--- src/hw/edsc_pkg.sv ---
// package for the scrubbing-memory host controller: register map, pin bundles, timing
// assumes a 10 MHz mclk and a device with no clock or reset pin of its own
package edsc_pkg;
	// wishbone register byte offsets
	localparam logic [3:0] EDSC_REG_CTRL = 4'h0;
	localparam logic [3:0] EDSC_REG_ADDR = 4'h4;
	localparam logic [3:0] EDSC_REG_WDATA = 4'h8;
	localparam logic [3:0] EDSC_REG_RDATA = 4'hC;
	// control word field positions
	localparam int EDSC_CTRL_GO = 0;
	localparam int EDSC_CTRL_WRITE = 1;
	localparam int EDSC_CTRL_CREG = 2;
	localparam int EDSC_CTRL_DIE_LO = 4;
	// status field positions (read from the control offset)
	localparam int EDSC_STAT_BUSY = 8;
	localparam int EDSC_STAT_UNCORR = 9;
	localparam int EDSC_STAT_SCRUBBING = 10;
	localparam int EDSC_STAT_WARNED = 11;
	// widths
	localparam int EDSC_AW = 19;
	localparam int EDSC_DW = 32;
	localparam int EDSC_NDIE = 2;
	// timing in ns, and cycles at the 100 ns clock period
	localparam int EDSC_CLK_NS = 100;
	localparam int EDSC_READ_CYCLE_NS = 20;
	localparam int EDSC_FLOAT_NS = 10;
	localparam int EDSC_READ_CYC = (EDSC_READ_CYCLE_NS + EDSC_CLK_NS - 1) / EDSC_CLK_NS;
	localparam int EDSC_FLOAT_CYC = (EDSC_FLOAT_NS + EDSC_CLK_NS - 1) / EDSC_CLK_NS;
	localparam int EDSC_KEY_LEN = 4;
	// reset values
	localparam logic [31:0] EDSC_RST_WORD = 32'h0000_0000;
	// address key sequence leading to the control register
	localparam logic [18:0] EDSC_KEY0 = 19'h0_5555;
	localparam logic [18:0] EDSC_KEY1 = 19'h2_AAAA;
	localparam logic [18:0] EDSC_KEY2 = 19'h0_3333;
	localparam logic [18:0] EDSC_KEY3 = 19'h4_CCCC;
	localparam logic [18:0] EDSC_CREG_RD_ODD = 19'h0_0200;
	localparam logic [18:0] EDSC_CREG_RD_EVEN = 19'h0_0004;

	// pins driven toward the memory
	typedef struct packed {
		logic [EDSC_NDIE-1:0] selectN;
		logic writeN;
		logic driveN;
		logic [EDSC_AW-1:0] addr;
		logic [EDSC_DW-1:0] dq;
		logic dqOe;
		logic uncorrOut;
		logic uncorrOe;
	} edsc_pins_t;

	// pins seen from the memory
	typedef struct packed {
		logic [EDSC_DW-1:0] dq;
		logic uncorr;
		logic scrubN;
		logic warnN;
	} edsc_sense_t;

	typedef enum {EDSC_IDLE, EDSC_WAITSCRUB, EDSC_KEY, EDSC_SETUP, EDSC_FLOAT, EDSC_HOLD, EDSC_DONE} edsc_state_t;
endpackage : edsc_pkg

--- src/hw/edsc_sync.sv ---
// two-flop synchroniser for a bundle of asynchronous pin levels
// assumes inputs come straight from pins outside the mclk domain
`timescale 1ns/10ps
module edsc_sync #(
	parameter int W = 1
) (
	// clock and reset
	input wire logic mclk,
	input wire logic resetn,
	// pins and result
	input wire logic [W-1:0] din,
	output logic [W-1:0] dout
);
	logic [W-1:0] stage1;

	// first stage is read only by the second
	always_ff @(posedge mclk or negedge resetn) begin
		if (!resetn) begin
			stage1 <= '0;
			dout <= '0;
		end else begin
			stage1 <= din;
			dout <= stage1;
		end
	end
endmodule : edsc_sync

--- src/hw/edsc_wb_regs.sv ---
// classic wishbone slave holding the controller's command registers; status and read data come in from the engine
// assumes a single-cycle classic master; ack comes one cycle after the strobe
`timescale 1ns/10ps
module edsc_wb_regs (
	// clock and reset
	input wire logic mclk,
	input wire logic resetn,
	// wishbone slave
	input wire logic wbCyc,
	input wire logic wbStb,
	input wire logic wbWe,
	input wire logic [3:0] wbAdr,
	input wire logic [3:0] wbSel,
	input wire logic [31:0] wbDatW,
	output logic [31:0] wbDatR,
	output logic wbAck,
	// to the engine
	output logic goPulse,
	output logic [31:0] ctrlWord,
	output logic [31:0] addrWord,
	output logic [31:0] wdataWord,
	input wire logic [31:0] statusWord,
	input wire logic [31:0] rdataWord
);
	logic [31:0] next_ctrl;
	logic [31:0] next_addr;
	logic [31:0] next_wdata;
	wire logic take = wbCyc && wbStb && !wbAck;
	wire logic wrTake = take && wbWe;
	wire logic [31:0] mask = {{8{wbSel[3]}}, {8{wbSel[2]}}, {8{wbSel[1]}}, {8{wbSel[0]}}};
	wire logic [31:0] rdMux = (wbAdr == edsc_pkg::EDSC_REG_CTRL) ? (ctrlWord | statusWord) :
		(wbAdr == edsc_pkg::EDSC_REG_ADDR) ? addrWord :
		(wbAdr == edsc_pkg::EDSC_REG_WDATA) ? wdataWord :
		(wbAdr == edsc_pkg::EDSC_REG_RDATA) ? rdataWord : 32'h0000_0000;

	// byte-lane merges; the go bit is self-clearing and never stored
	assign next_ctrl = (wrTake && wbAdr == edsc_pkg::EDSC_REG_CTRL) ?
		(((ctrlWord & ~mask) | (wbDatW & mask)) & 32'h0000_00FE) : ctrlWord;
	assign next_addr = (wrTake && wbAdr == edsc_pkg::EDSC_REG_ADDR) ? ((addrWord & ~mask) | (wbDatW & mask)) : addrWord;
	assign next_wdata = (wrTake && wbAdr == edsc_pkg::EDSC_REG_WDATA) ? ((wdataWord & ~mask) | (wbDatW & mask)) : wdataWord;

	// registers, ack and read data
	always_ff @(posedge mclk or negedge resetn) begin
		if (!resetn) begin
			ctrlWord <= edsc_pkg::EDSC_RST_WORD;
			addrWord <= edsc_pkg::EDSC_RST_WORD;
			wdataWord <= edsc_pkg::EDSC_RST_WORD;
			wbAck <= 1'b0;
			wbDatR <= 32'h0000_0000;
			goPulse <= 1'b0;
		end else begin
			ctrlWord <= next_ctrl;
			addrWord <= next_addr;
			wdataWord <= next_wdata;
			wbAck <= take;
			wbDatR <= take ? rdMux : 32'h0000_0000;
			goPulse <= wrTake && wbAdr == edsc_pkg::EDSC_REG_CTRL && wbSel[0] && wbDatW[edsc_pkg::EDSC_CTRL_GO];
		end
	end
endmodule : edsc_wb_regs

--- src/hw/edsc_host.sv ---
// host controller driving a scrubbing static memory through its pins
// assumes pins pass two flip-flops in; the bench resolves dq and flag wires from the enables
//
// Notes on behaviour
// - never assert two selects together
// - hold read address a full cycle time
// - low flag valid, high flag corrupted
// - keep inputs stable while scrubbing
// - control register reached by address series
// - drive flag high for control-register access
// - wait float time before driving data
`timescale 1ns/10ps
module edsc_host #(
	parameter int READ_CYC = edsc_pkg::EDSC_READ_CYC,
	parameter int FLOAT_CYC = edsc_pkg::EDSC_FLOAT_CYC
) (
	// clock and reset
	input wire logic mclk,
	input wire logic resetn,
	// wishbone slave
	input wire logic wbCyc,
	input wire logic wbStb,
	input wire logic wbWe,
	input wire logic [3:0] wbAdr,
	input wire logic [3:0] wbSel,
	input wire logic [31:0] wbDatW,
	output logic [31:0] wbDatR,
	output logic wbAck,
	// memory pins, outbound
	output logic [edsc_pkg::EDSC_NDIE-1:0] selectN,
	output logic writeN,
	output logic driveN,
	output logic [edsc_pkg::EDSC_AW-1:0] memAddr,
	output logic [edsc_pkg::EDSC_DW-1:0] dqOut,
	output logic dqOe,
	output logic uncorrOut,
	output logic uncorrOe,
	// memory pins, inbound
	input wire logic [edsc_pkg::EDSC_DW-1:0] dqIn,
	input wire logic uncorrectable_error_flag,
	input wire logic scrubN,
	input wire logic warnN
);
	logic goPulse;
	logic [31:0] ctrlWord;
	logic [31:0] addrWord;
	logic [31:0] wdataWord;
	logic [31:0] statusWord;
	logic [31:0] rdataWord;
	edsc_pkg::edsc_sense_t sense;
	edsc_pkg::edsc_pins_t pins;
	edsc_pkg::edsc_pins_t next_pins;
	edsc_pkg::edsc_state_t state;
	edsc_pkg::edsc_state_t next_state;
	logic [7:0] count;
	logic [7:0] next_count;
	logic [1:0] keyIdx;
	logic busyFlag;
	logic uncorrSticky;
	logic [31:0] next_rdata;
	logic [7:0] cmdLatch;
	logic [edsc_pkg::EDSC_AW-1:0] addrLatch;
	logic [31:0] dataLatch;
	logic [7:0] next_cmdLatch;
	logic [edsc_pkg::EDSC_AW-1:0] next_addrLatch;
	logic [31:0] next_dataLatch;

	// register file
	edsc_wb_regs regs (
		.mclk(mclk),
		.resetn(resetn),
		.wbCyc(wbCyc),
		.wbStb(wbStb),
		.wbWe(wbWe),
		.wbAdr(wbAdr),
		.wbSel(wbSel),
		.wbDatW(wbDatW),
		.wbDatR(wbDatR),
		.wbAck(wbAck),
		.goPulse(goPulse),
		.ctrlWord(ctrlWord),
		.addrWord(addrWord),
		.wdataWord(wdataWord),
		.statusWord(statusWord),
		.rdataWord(rdataWord)
	);

	// pin synchronisers; dq and flag are sampled only after the read cycle time has settled
	// the stages reset to a scrub-active level; the wait state simply rides out those two cycles
	edsc_sync #(.W(edsc_pkg::EDSC_DW + 3)) pinSync (
		.mclk(mclk),
		.resetn(resetn),
		.din({dqIn, uncorrectable_error_flag, scrubN, warnN}),
		.dout(sense)
	);

	// command, address and data are captured at go; later register writes wait for the next command
	wire logic loadCmd = (state == edsc_pkg::EDSC_IDLE) && goPulse;
	assign next_cmdLatch = loadCmd ? ctrlWord[7:0] : cmdLatch;
	assign next_addrLatch = loadCmd ? addrWord[edsc_pkg::EDSC_AW-1:0] : addrLatch;
	assign next_dataLatch = loadCmd ? wdataWord : dataLatch;
	// decoded command fields, from the captured copy so a write while busy cannot bend an access
	wire logic cmdWrite = cmdLatch[edsc_pkg::EDSC_CTRL_WRITE];
	wire logic cmdCreg = cmdLatch[edsc_pkg::EDSC_CTRL_CREG];
	wire logic dieSel = cmdLatch[edsc_pkg::EDSC_CTRL_DIE_LO];
	wire logic scrubbing = !sense.scrubN;
	wire logic warned = !sense.warnN;
	wire logic holdDone = (count == 8'h00);
	wire logic [18:0] keyAddr = (keyIdx == 2'h0) ? edsc_pkg::EDSC_KEY0 :
		(keyIdx == 2'h1) ? edsc_pkg::EDSC_KEY1 :
		(keyIdx == 2'h2) ? edsc_pkg::EDSC_KEY2 : edsc_pkg::EDSC_KEY3;
	// read-or-write select bit, odd die uses the high bit
	wire logic [18:0] cregSel = cmdWrite ? 19'h0_0000 :
		(dieSel ? edsc_pkg::EDSC_CREG_RD_ODD : edsc_pkg::EDSC_CREG_RD_EVEN);
	wire logic [edsc_pkg::EDSC_NDIE-1:0] oneSelN = dieSel ? 2'b01 : 2'b10;
	// settle counts in whole clock periods; eight bits keep only a setting's low bits, so one above 255 periods wraps
	wire logic [7:0] readCnt = 8'(READ_CYC);
	wire logic [7:0] floatCnt = 8'(FLOAT_CYC);
	wire logic isWrite = cmdWrite;

	// status sits above the control bits: busy, sticky flag, scrub and warning levels
	assign statusWord = {20'h0_0000, warned, scrubbing, uncorrSticky, busyFlag, 8'h00};
	// current pins as one bundle, the default for the next-value logic
	assign pins = '{selectN: selectN, writeN: writeN, driveN: driveN, addr: memAddr, dq: dqOut,
		dqOe: dqOe, uncorrOut: uncorrOut, uncorrOe: uncorrOe};

	// a read walks idle, wait, setup, hold and done; a write adds the float wait before data;
	// a control-register access first walks the key series with the flag pin driven high;
	// every pin comes from a flip-flop, so a change shows one clock after the state that orders it
	// next state and next pin values
	always_comb begin
		next_state = state;
		next_pins = pins;
		next_count = (count == 8'h00) ? 8'h00 : 8'(count - 8'h01);
		case (state)
			edsc_pkg::EDSC_IDLE: begin
				next_pins.selectN = 2'b11;
				next_pins.writeN = 1'b1;
				next_pins.driveN = 1'b1;
				next_pins.dqOe = 1'b0;
				next_pins.uncorrOe = 1'b0;
				next_pins.uncorrOut = 1'b0;
				if (goPulse) begin
					next_state = edsc_pkg::EDSC_WAITSCRUB;
				end
			end
			edsc_pkg::EDSC_WAITSCRUB: begin
				// no pin moves while a scrub runs or is pending
				// waiting out the warning too costs throughput but never meets a scrub mid-access
				if (!scrubbing && !warned) begin
					next_state = cmdCreg ? edsc_pkg::EDSC_KEY : edsc_pkg::EDSC_SETUP;
					next_pins.addr = cmdCreg ? edsc_pkg::EDSC_KEY0 : addrLatch;
					next_count = readCnt;
				end
			end
			edsc_pkg::EDSC_KEY: begin
				// series of key addresses, one read cycle each
				// a full read cycle per key keeps every address change clean
				next_pins.selectN = oneSelN;
				next_pins.addr = keyAddr;
				next_pins.uncorrOut = 1'b1;
				next_pins.uncorrOe = 1'b1;
				if (holdDone) begin
					next_count = readCnt;
					if (keyIdx == 2'(edsc_pkg::EDSC_KEY_LEN - 1)) begin
						next_pins.addr = cregSel;
						next_state = edsc_pkg::EDSC_SETUP;
					end
				end
			end
			edsc_pkg::EDSC_SETUP: begin
				// one select only, then strobe or drive as the command asks
				next_pins.selectN = oneSelN;
				next_pins.writeN = !isWrite;
				next_pins.driveN = isWrite;
				next_count = isWrite ? floatCnt : readCnt;
				next_state = isWrite ? edsc_pkg::EDSC_FLOAT : edsc_pkg::EDSC_HOLD;
			end
			edsc_pkg::EDSC_FLOAT: begin
				if (holdDone) begin
					next_pins.dq = dataLatch;
					next_pins.dqOe = 1'b1;
					next_count = readCnt;
					next_state = edsc_pkg::EDSC_HOLD;
				end
			end
			edsc_pkg::EDSC_HOLD: begin
				// address held a full read cycle
				if (holdDone) begin
					next_state = edsc_pkg::EDSC_DONE;
				end
			end
			edsc_pkg::EDSC_DONE: begin
				// strobe, drive and select released together
				next_pins.writeN = 1'b1;
				next_pins.driveN = 1'b1;
				next_pins.selectN = 2'b11;
				next_state = edsc_pkg::EDSC_IDLE;
			end
			default: begin
				// unreachable; recovers to idle, which then releases the pins
				next_state = edsc_pkg::EDSC_IDLE;
			end
		endcase
	end

	// a write leaves the last read data in place
	// sample two sync stages after the settle count
	assign next_rdata = (state == edsc_pkg::EDSC_DONE && !isWrite) ? sense.dq : rdataWord;

	// state, counters and pins
	// pins follow the next-value bundle field by field
	always_ff @(posedge mclk or negedge resetn) begin
		if (!resetn) begin
			state <= edsc_pkg::EDSC_IDLE;
			count <= 8'h00;
			keyIdx <= 2'h0;
			selectN <= 2'b11;
			writeN <= 1'b1;
			driveN <= 1'b1;
			memAddr <= 19'h0_0000;
			dqOut <= 32'h0000_0000;
			dqOe <= 1'b0;
			uncorrOut <= 1'b0;
			uncorrOe <= 1'b0;
		end else begin
			state <= next_state;
			count <= next_count;
			keyIdx <= (state == edsc_pkg::EDSC_KEY && holdDone) ? 2'(keyIdx + 2'h1) :
				(state == edsc_pkg::EDSC_KEY) ? keyIdx : 2'h0;
			selectN <= next_pins.selectN;
			writeN <= next_pins.writeN;
			driveN <= next_pins.driveN;
			memAddr <= next_pins.addr;
			dqOut <= next_pins.dq;
			dqOe <= next_pins.dqOe;
			uncorrOut <= next_pins.uncorrOut;
			uncorrOe <= next_pins.uncorrOe;
		end
	end

	// status: busy while a command runs; uncorrectable sticks until the next command
	// busy follows the next state, so it falls at the very edge read data lands
	always_ff @(posedge mclk or negedge resetn) begin
		if (!resetn) begin
			busyFlag <= 1'b0;
			uncorrSticky <= 1'b0;
			rdataWord <= 32'h0000_0000;
		end else begin
			busyFlag <= (next_state != edsc_pkg::EDSC_IDLE);
			rdataWord <= next_rdata;
			// a control-register read returns the register, not a memory word
			// corrupted-word flag, set wins over clear
			if (state == edsc_pkg::EDSC_DONE && !isWrite && !cmdCreg && sense.uncorr) begin
				uncorrSticky <= 1'b1;
			end else if (goPulse) begin
				uncorrSticky <= 1'b0;
			end
		end
	end

	// captured command, address and write data
	always_ff @(posedge mclk or negedge resetn) begin
		if (!resetn) begin
			cmdLatch <= 8'h00;
			addrLatch <= 19'h0_0000;
			dataLatch <= edsc_pkg::EDSC_RST_WORD;
		end else begin
			cmdLatch <= next_cmdLatch;
			addrLatch <= next_addrLatch;
			dataLatch <= next_dataLatch;
		end
	end
endmodule : edsc_host

--- config.mk ---
export PLATFORM = sky130hd
export DESIGN_NAME = edsc_host
export DESIGN_NICKNAME = d
export VERILOG_FILES = /design/src/hw/edsc_pkg.sv /design/src/hw/edsc_sync.sv /design/src/hw/edsc_wb_regs.sv /design/src/hw/edsc_host.sv
export SDC_FILE = /design/constraint.sdc
export NUM_CORES = 1
export LEC_CHECK = 0
export BUFFER_PORTS_ARGS = -buffer_cell sky130_fd_sc_hd__buf_2
export CAP_MARGIN = 20
export CORE_MARGIN = 2
export CORE_UTILIZATION = 55
export CTS_CLUSTER_SIZE = 10
export DETAILED_ROUTE_END_ITERATION = 10
export PLACE_DENSITY = 0.76
export SLEW_MARGIN = 20
export SYNTH_ARGS = -nofsm -noshare
export SYNTH_HDL_FRONTEND = slang
export SYNTH_SLANG_ARGS = --single-unit
--- constraint.sdc ---
create_clock -name mclk -period 4.3 [get_ports mclk]
set_clock_uncertainty 0.15 [all_clocks]
set_input_delay 0 -clock mclk [delete_from_list [all_inputs] [get_ports mclk]]
set_output_delay 0 -clock mclk [all_outputs]
set_load 0.02 [all_outputs]
==> impl_summary.txt, run 1 <==
----------------------------------------------------
[Status]
  Outcome ... finished clean

[Critical path]
  Maximum cell stage delay along the critical path ... about 750 ps
  Reg-to-reg slack, setup ... 860 ps
  Critical path, cell by cell ... inv_1 > ha_1 > or4b_1 > nor3_1 > nor4b_4 > buf_4 > mux2_1
  Arrival time of the worst setup path ... 3700 ps
  Element type at the critical path end ... register
  Data required time of the critical path ... around 4600 ps
  Slowest CP cell ... sky130_fd_sc_hd__nor4b_4
  Type of origin of the critical path ... register
  Buffers and inverters on the worst path ... 2
  Maximum fanout along the worst path ... 15
  CP top delay family ... simple AND/OR/NAND/NOR gates
  Class of the most critical setup path ... reg -> reg

[Floorplanning]
  Area of the core ... around 24000 um^2
  # rows ... 57
  Chip width ... 162 um
  Initial cell density of the core ... 56.1%
  Number of primary I/O pins ... roughly 170
  DIE AREA ... about 26000 um^2
  Vertical extent of the die ... around 160 um

[Power]
  Power Dens Cells ... 404 nW/um^2
  Power, Total ... roughly 7.0 mW
  Leakage ... 8.66 nW
  Peak supply drop ... 0.000345 V

[Timing]
  Pin slew with the least headroom to its limit ... approximately 990 ps
  Final-layout worst hold slack ... around 12 ps
  Worst rel slew slack ... between 30% and 40%
  Pins Over Slew Limit ... 0
  Final count of hold timing violations ... 0
  Unrepaired setup endpoints after global routing ... no
  Ratio of final minimum period to clock period ... 80.1%
  Setup Total Neg Slack ... 0 ps
  Maximum operating frequency ... 290 MHz
  Final period demand of the worst path ... approximately 3400 ps
  Total of endpoints with negative setup slack in the final report ... 0

[Clock network]
  Setup fix buffers added after clock tree synthesis ... 0
  Root buffer cell ... sky130_fd_sc_hd__clkbuf_16
  Number of sinks handled by clock tree synthesis ... 362
  Source-to-sink clock delay at the later pin of the worst-skew pair ... ~530 ps
  TritonCTS clock tree ... yes
  Clock edge transition at the registers on the reported setup and hold paths ... 50 ps
  Number of buffers on the longest clock path ... 3
  Clock buffers created by TritonCTS ... 42
  Maximum level of the CTS H-tree ... 2

[Route]
  Detailed Route WL ... between 30 and 40 mm
  Via-to-Cell Ratio ... around 5.6
  Wire length per cell ... 20.4 um
  Remaining number of nets flagged by the antenna check after routing ... 0
  Iteration count of the initial detailed-routing pass ... 6
  Total via count after detailed routing ... 9064
  Count of routing violations after the opening detailed-route iteration ... ~660
  Number of remaining DRC errors ... 0

[Logic synthesis]
  Share of flip-flops with an asynchronous set or reset after synthesis ... 100%
  Library cells used by synthesis ... 65
  Number of flops mapped to enable cells by yosys ... 0
  Main area contributors after synthesis ... sky130_fd_sc_hd__dfrtp_1 65%, sky130_fd_sc_hd__mux2_2 10%, sky130_fd_sc_hd__mux2_1 5.1%
  Synthesized area per cell ... 14.4 um^2
  Post-Synthesis Cell Area ... 13700 um^2
  Gate Count Post-Synth ... 950
  Sequential area share after synthesis ... approximately two thirds
  Synth top area share ... between 60% and 70%
  Flip-flop and latch count after synthesis ... between 300 and 400
  Most used DFF post-synth ... sky130_fd_sc_hd__dfrtp_1
  Syn. warnings ... 0
  Cell type contributing the most total cell area after synthesis ... sky130_fd_sc_hd__dfrtp_1

[Cells and area]
  Area Growth Syn to Fin ... 26.4%
  Top library cells by usage in the layout, fill and taps aside ... 358 x sky130_fd_sc_hd__dfrtp_1, 169 x sky130_fd_sc_hd__buf_2, 126 x sky130_fd_sc_hd__mux2_2
  Final Core Density ... a little under three quarters
  Area of the multi-input gates ... around 4500 um^2
  Fillers ... 1645
  Most common cell after layout, fill and taps aside ... sky130_fd_sc_hd__dfrtp_1
  Area taken by flip-flops and latches ... roughly 9100 um^2
  Fraction of layout cells with a size suffix above 1 ... 29.6%
  Post-layout nets ... 1360

[Place]
  HPWL Detailed ... between 15 and 20 mm
  Total of buffers placed on input and output ports ... 170
  GP Congestion ... approximately 0.86

[Global route]
  Met1 layer usage reported by global route ... between 30% and 40%
  Number of antenna violations at the first check in global routing ... 3
  Total GRT Usage ... 26.3%
  Total congestion overflow after global routing ... 0
  Busiest layer in global routing ... met2
  Pin count of the biggest net entering global routing ... ~120
  Global-route wire length before repair ... 53.1 mm
  Number of global-route vias before repair ... 9599
  Met2 usage in global routing ... 42.0%
  Global Route met3 Usage ... between 4 and 5%

[Flow run]
  Max-cap check violation count ... 0

[Worst hold path]
  Hold crit path type ... in -> async

----------------------------------------------------
## cells in the mapped netlist (5+ instances only)
master                     instances
sky130_fd_sc_hd__dfrtp_1         358
sky130_fd_sc_hd__mux2_2          126
sky130_fd_sc_hd__mux2_1           62
sky130_fd_sc_hd__nand2b_1         36
sky130_fd_sc_hd__clkbuf_1         33
sky130_fd_sc_hd__nor2_1           33
sky130_fd_sc_hd__nor3_1           32
sky130_fd_sc_hd__nand2_1          27
sky130_fd_sc_hd__o21ai_0          22
sky130_fd_sc_hd__a22oi_1          21
sky130_fd_sc_hd__a31oi_1          19
sky130_fd_sc_hd__a21oi_1          18
sky130_fd_sc_hd__inv_1            15
sky130_fd_sc_hd__o211ai_1         14
sky130_fd_sc_hd__a22o_1           12
sky130_fd_sc_hd__o31ai_1          11
sky130_fd_sc_hd__a211oi_1         10
sky130_fd_sc_hd__nor4_2            7
sky130_fd_sc_hd__buf_6             6
sky130_fd_sc_hd__ha_1              6
sky130_fd_sc_hd__nand3_1           6
sky130_fd_sc_hd__buf_2             5
sky130_fd_sc_hd__xnor2_1           5
## what timing repair did
action,CTS,global route
endpoints found under the hold margin,233,0
resized for setup,0,0
hold buffers,114,0
## cell type report
cell class                 count  share of cell area (%)
antenna                        3                  0.0434
multi-input combinational    555                    25.8
tap                          324                    2.34
inverter                      15                   0.326
sequential                   362                    52.4
timing repair buffer         298                    12.3
clock inverter                 2                   0.188
clock buffer                  53                    6.55
## worst register-to-register path: stages (launching register included)
cell,delay [ps]
sky130_fd_sc_hd__dfrtp_1,380
sky130_fd_sc_hd__inv_1,80
sky130_fd_sc_hd__ha_1,220
sky130_fd_sc_hd__or4b_1,670
sky130_fd_sc_hd__nor3_1,250
sky130_fd_sc_hd__nor4b_4,750
sky130_fd_sc_hd__buf_4,420
sky130_fd_sc_hd__mux2_1,400
## worst paths after layout
path	start	endpoint	depth (start not counted)
hold / removal	resetn	dqOut[27]	2
max in group asynchronous	resetn	regs.wbDatR[2]	3
setup / recovery	count[0]	dqOut[21]	7
hold reg to reg	pinSync.stage1[3]	pinSync.dout[3]	0
min in group mclk	uncorrectable_error_flag	pinSync.stage1[2]	2
setup reg to reg	count[0]	dqOut[21]	7
## stage by stage
step	setup slack (ps)	cells	cell area, um^2
after global placement	982	1440	15000
after CTS	883	1609	17300
after detailed placement	895	1440	15000
after floorplan	1870	978	13800
after global routing	694	1612	17300
final	855	1612	17300
## layer usage
metal / share of wire (%) / wire (um)
met5: 0 / 0
met2: 48 / 15900
met3: 6.4 / 2090
met1: 42 / 13900
met4: 3.0 / 996
## cell families after synthesis
logic type	Yosys count	synth area share [%]
fa+ha+maj	6	0.548
flops	362	66.2
simple gates	180	7.88
buf+inv	61	2.07
mux	188	15.5
other cells	1	0.0274
xor+xnor	5	0.320
compound gates	147	7.47
## report_power, final
group / leakage [nW] / switching, mW / internal (mW)
logic: 3.30 / 0.171 / 0.155
registers: 4.79 / 0.0606 / 3.51
clock network: 0.568 / 1.26 / 1.83
total: 8.66 / 1.50 / 5.49
Power figures use the tool's default switching activity.
==> run 2: changes to the inputs <==
- clock period: 4.3 -> 3.6 ns (I/O delays scaled with it)
==> impl_summary.txt, run 2 (same netlist as run 1, synthesis figures left out) <==
----------------------------------------------------
[Status]
  Outcome ... finished clean

[Clock network]
  Number of buffers on the longest clock path ... 3 (unchanged)
  Root buffer cell ... sky130_fd_sc_hd__clkbuf_16
  Maximum level of the CTS H-tree ... 2 (unchanged)
  Number of resized instances in the post-cts repair step ... 0 (unchanged)
  Setup fix buffers added after clock tree synthesis ... 0 (unchanged)
  TritonCTS clock tree ... yes
  Clock edge transition at the registers on the reported setup and hold paths ... 60 ps (about the same)
  Number of sinks handled by clock tree synthesis ... 362 (unchanged)
  Source-to-sink clock delay at the later pin of the worst-skew pair ... 530 ps (about the same)
  Clock buffers created by TritonCTS ... 42 (unchanged)

[Power]
  Peak supply drop ... 0.000487 V (+41%)
  Leakage ... 8.66 nW (about the same)
  Power Dens Cells ... 481 nW/um^2 (+19%)

[Route]
  Via-to-Cell Ratio ... 5.65 (+0.41%)
  Count of routing violations after the opening detailed-route iteration ... 645 (-2.6%)
  Remaining number of nets flagged by the antenna check after routing ... 0 (unchanged)
  Wire length per cell ... 20.5 um (+0.24%)
  Total via count after detailed routing ... 9084 (+0.22%)
  Iteration count of the initial detailed-routing pass ... 5 (-1)
  Detailed Route WL ... 32.9 mm (about the same)
  Number of remaining DRC errors ... 0 (unchanged)

[Worst hold path]
  Hold crit path type ... in -> reg

[Floorplanning]
  # rows ... 57 (unchanged)
  Chip width ... 162 um (unchanged)
  Number of primary I/O pins ... 171 (unchanged)
  Area of the core ... 24400 um^2 (unchanged)
  Initial cell density of the core ... 56.1% (unchanged)
  DIE AREA ... 26200 um^2 (unchanged)
  Vertical extent of the die ... 162 um (unchanged)

[Critical path]
  Maximum fanout along the worst path ... 16 (+1)
  Data required time of the critical path ... 3860 ps (-690 ps)
  Arrival time of the worst setup path ... 3090 ps (-610 ps)
  Type of origin of the critical path ... register
  Slowest CP cell ... sky130_fd_sc_hd__or4b_1
  Element type at the critical path end ... register
  Critical path, cell by cell ... inv_1 > ha_1 > or4b_1 > nor3_1 > nor4b_4 > buf_4 > mux2_2
  Reg-to-reg slack, setup ... 770 ps (-90 ps)
  Maximum cell stage delay along the critical path ... 660 ps (-90 ps)
  Class of the most critical setup path ... reg -> reg

[Timing]
  Worst path setup slack after routing ... 767 ps (-88.4 ps)
  Unrepaired setup endpoints after global routing ... no
  Pins Over Slew Limit ... 0 (unchanged)
  Setup Total Neg Slack ... 0 ps (unchanged)
  Total of endpoints with negative setup slack in the final report ... 0 (unchanged)
  Worst rel slew slack ... 34.5% (+1.0 points)
  Final count of hold timing violations ... 0 (unchanged)
  Ratio of final minimum period to clock period ... 78.7% (-1.4 points)
  Maximum operating frequency ... 353 MHz (+22%)
  Final-layout worst hold slack ... 33.2 ps (+21.3 ps)
  Final period demand of the worst path ... 2830 ps (-612 ps)
  Pin slew with the least headroom to its limit ... 983 ps (-11.0 ps)

[Place]
  HPWL Detailed ... 20.1 mm (+1.3%)
  Placed Instance Area ... 15000 um^2 (+0.18%)
  GP Congestion ... 0.891 (+3.9%)
  Worst slack after detailed placement ... 797 ps (-97.7 ps)
  Total of buffers placed on input and output ports ... 170 (unchanged)

[Cells and area]
  Most common cell after layout, fill and taps aside ... sky130_fd_sc_hd__dfrtp_1
  Top library cells by usage in the layout, fill and taps aside ... 358 x sky130_fd_sc_hd__dfrtp_1, 169 x sky130_fd_sc_hd__buf_2, 126 x sky130_fd_sc_hd__mux2_2
  Post-layout nets ... 1361 (+0.074%)
  Fraction of layout cells with a size suffix above 1 ... 29.9% (+0.20 points)
  Post-route standard cell area excluding fillers ... 17300 um^2 (about the same)
  Area Growth Syn to Fin ... 26.4% (about the same)

[Global route]
  Number of global-route vias before repair ... 9693 (+0.98%)
  Global-route wire length before repair ... 53.0 mm (-0.21%)
  Number of antenna violations at the first check in global routing ... 2 (-1)
  Total congestion overflow after global routing ... 0 (unchanged)
  Total GRT Usage ... 26.1% (-0.21 points)
  Pin count of the biggest net entering global routing ... 85 (-28%)

[Flow run]
  Max-cap check violation count ... 0 (unchanged)

----------------------------------------------------
==> run 2: changes by cell type in the layout (fill, tap and decap cells not counted), sizes merged <==
cell / previous run / this run
dlygate4sd3: 114 / 112
diode: 3 / 2
clkinv: 2 / 0
clkbuf: 53 / 49
buf: 184 / 187
inv: 15 / 18
==> run 2: path summary, 6_finish.rpt <==
path / start / end / depth (start not counted)
hold reg to reg: pinSync.stage1[21] / pinSync.dout[21] / 0
setup / recovery: count[0] / dqOut[31] / 7
hold / removal: wbSel[2] / register / 3
max in group asynchronous: resetn / regs.wbDatR[23] / 4
setup reg to reg: count[0] / dqOut[31] / 7
min in group asynchronous: resetn / state[21] / 3
==> run 2: repair_timing <==
item | CTS | global route
endpoints found under the hold margin | 441 | 0
endpoints found under the setup margin | 0 | 0
hold buffers | 113 | 0
==> run 2: metrics by stage <==
| step | cells | power, mW | utilization, % |
|---|---|---|---|
| 3_3_place_gp | 1442 | 4.60 | 61.5 |
| 4_1_cts | 1607 | 8.34 | 70.9 |
| 5_1_grt | 1609 | 8.61 | 70.9 |
| 6_report | 1609 | 8.31 | 70.9 |
| 2_1_floorplan | 978 | 4.41 | - |
| 3_5_place_dp | 1442 | 4.61 | 61.5 |
==> run 2: final cells by class <==
class | instances | area [um^2]
diodes | 2 | 5.00
repair buffers | 299 | 2170
clock inverters | 3 | 37.5
inverters | 15 | 56.3
multi-input cells | 555 | 4470
well taps | 324 | 405
fillers | 1624 | 7090
clock buffers | 49 | 1100
flip-flops and latches | 362 | 9060
==> run 2: per-layer routing <==
layer / part of all wire, % / wire, um / GRT usage, % / vias up
li1: - / - / - / 4060
met1: 43 / 14100 / 36.3 / 4601
met2: 48 / 15800 / 41.5 / 340
met3: 5.9 / 1930 / 5.11 / 83
met4: 3.4 / 1110 / 9.73 / 0
met5: 0 / 0 / 0 / -
==> run 2: critical path, delay by kind of cell, from the launching register on <==
family                     cells  cell delay [ps]
and+or+nand+nor                3             1160
buffers and inverters          2              410
adders and majority gates      1              210
muxes                          1              380
DFF                            1              380
==> run 2: power by group <==
group          total [mW]  switching (mW)  leakage (nW)  internal [mW]
Sequential           4.26          0.0696          4.79           4.19
Clock                3.66            1.52         0.556           2.14
Combinational       0.394           0.205          3.32          0.188
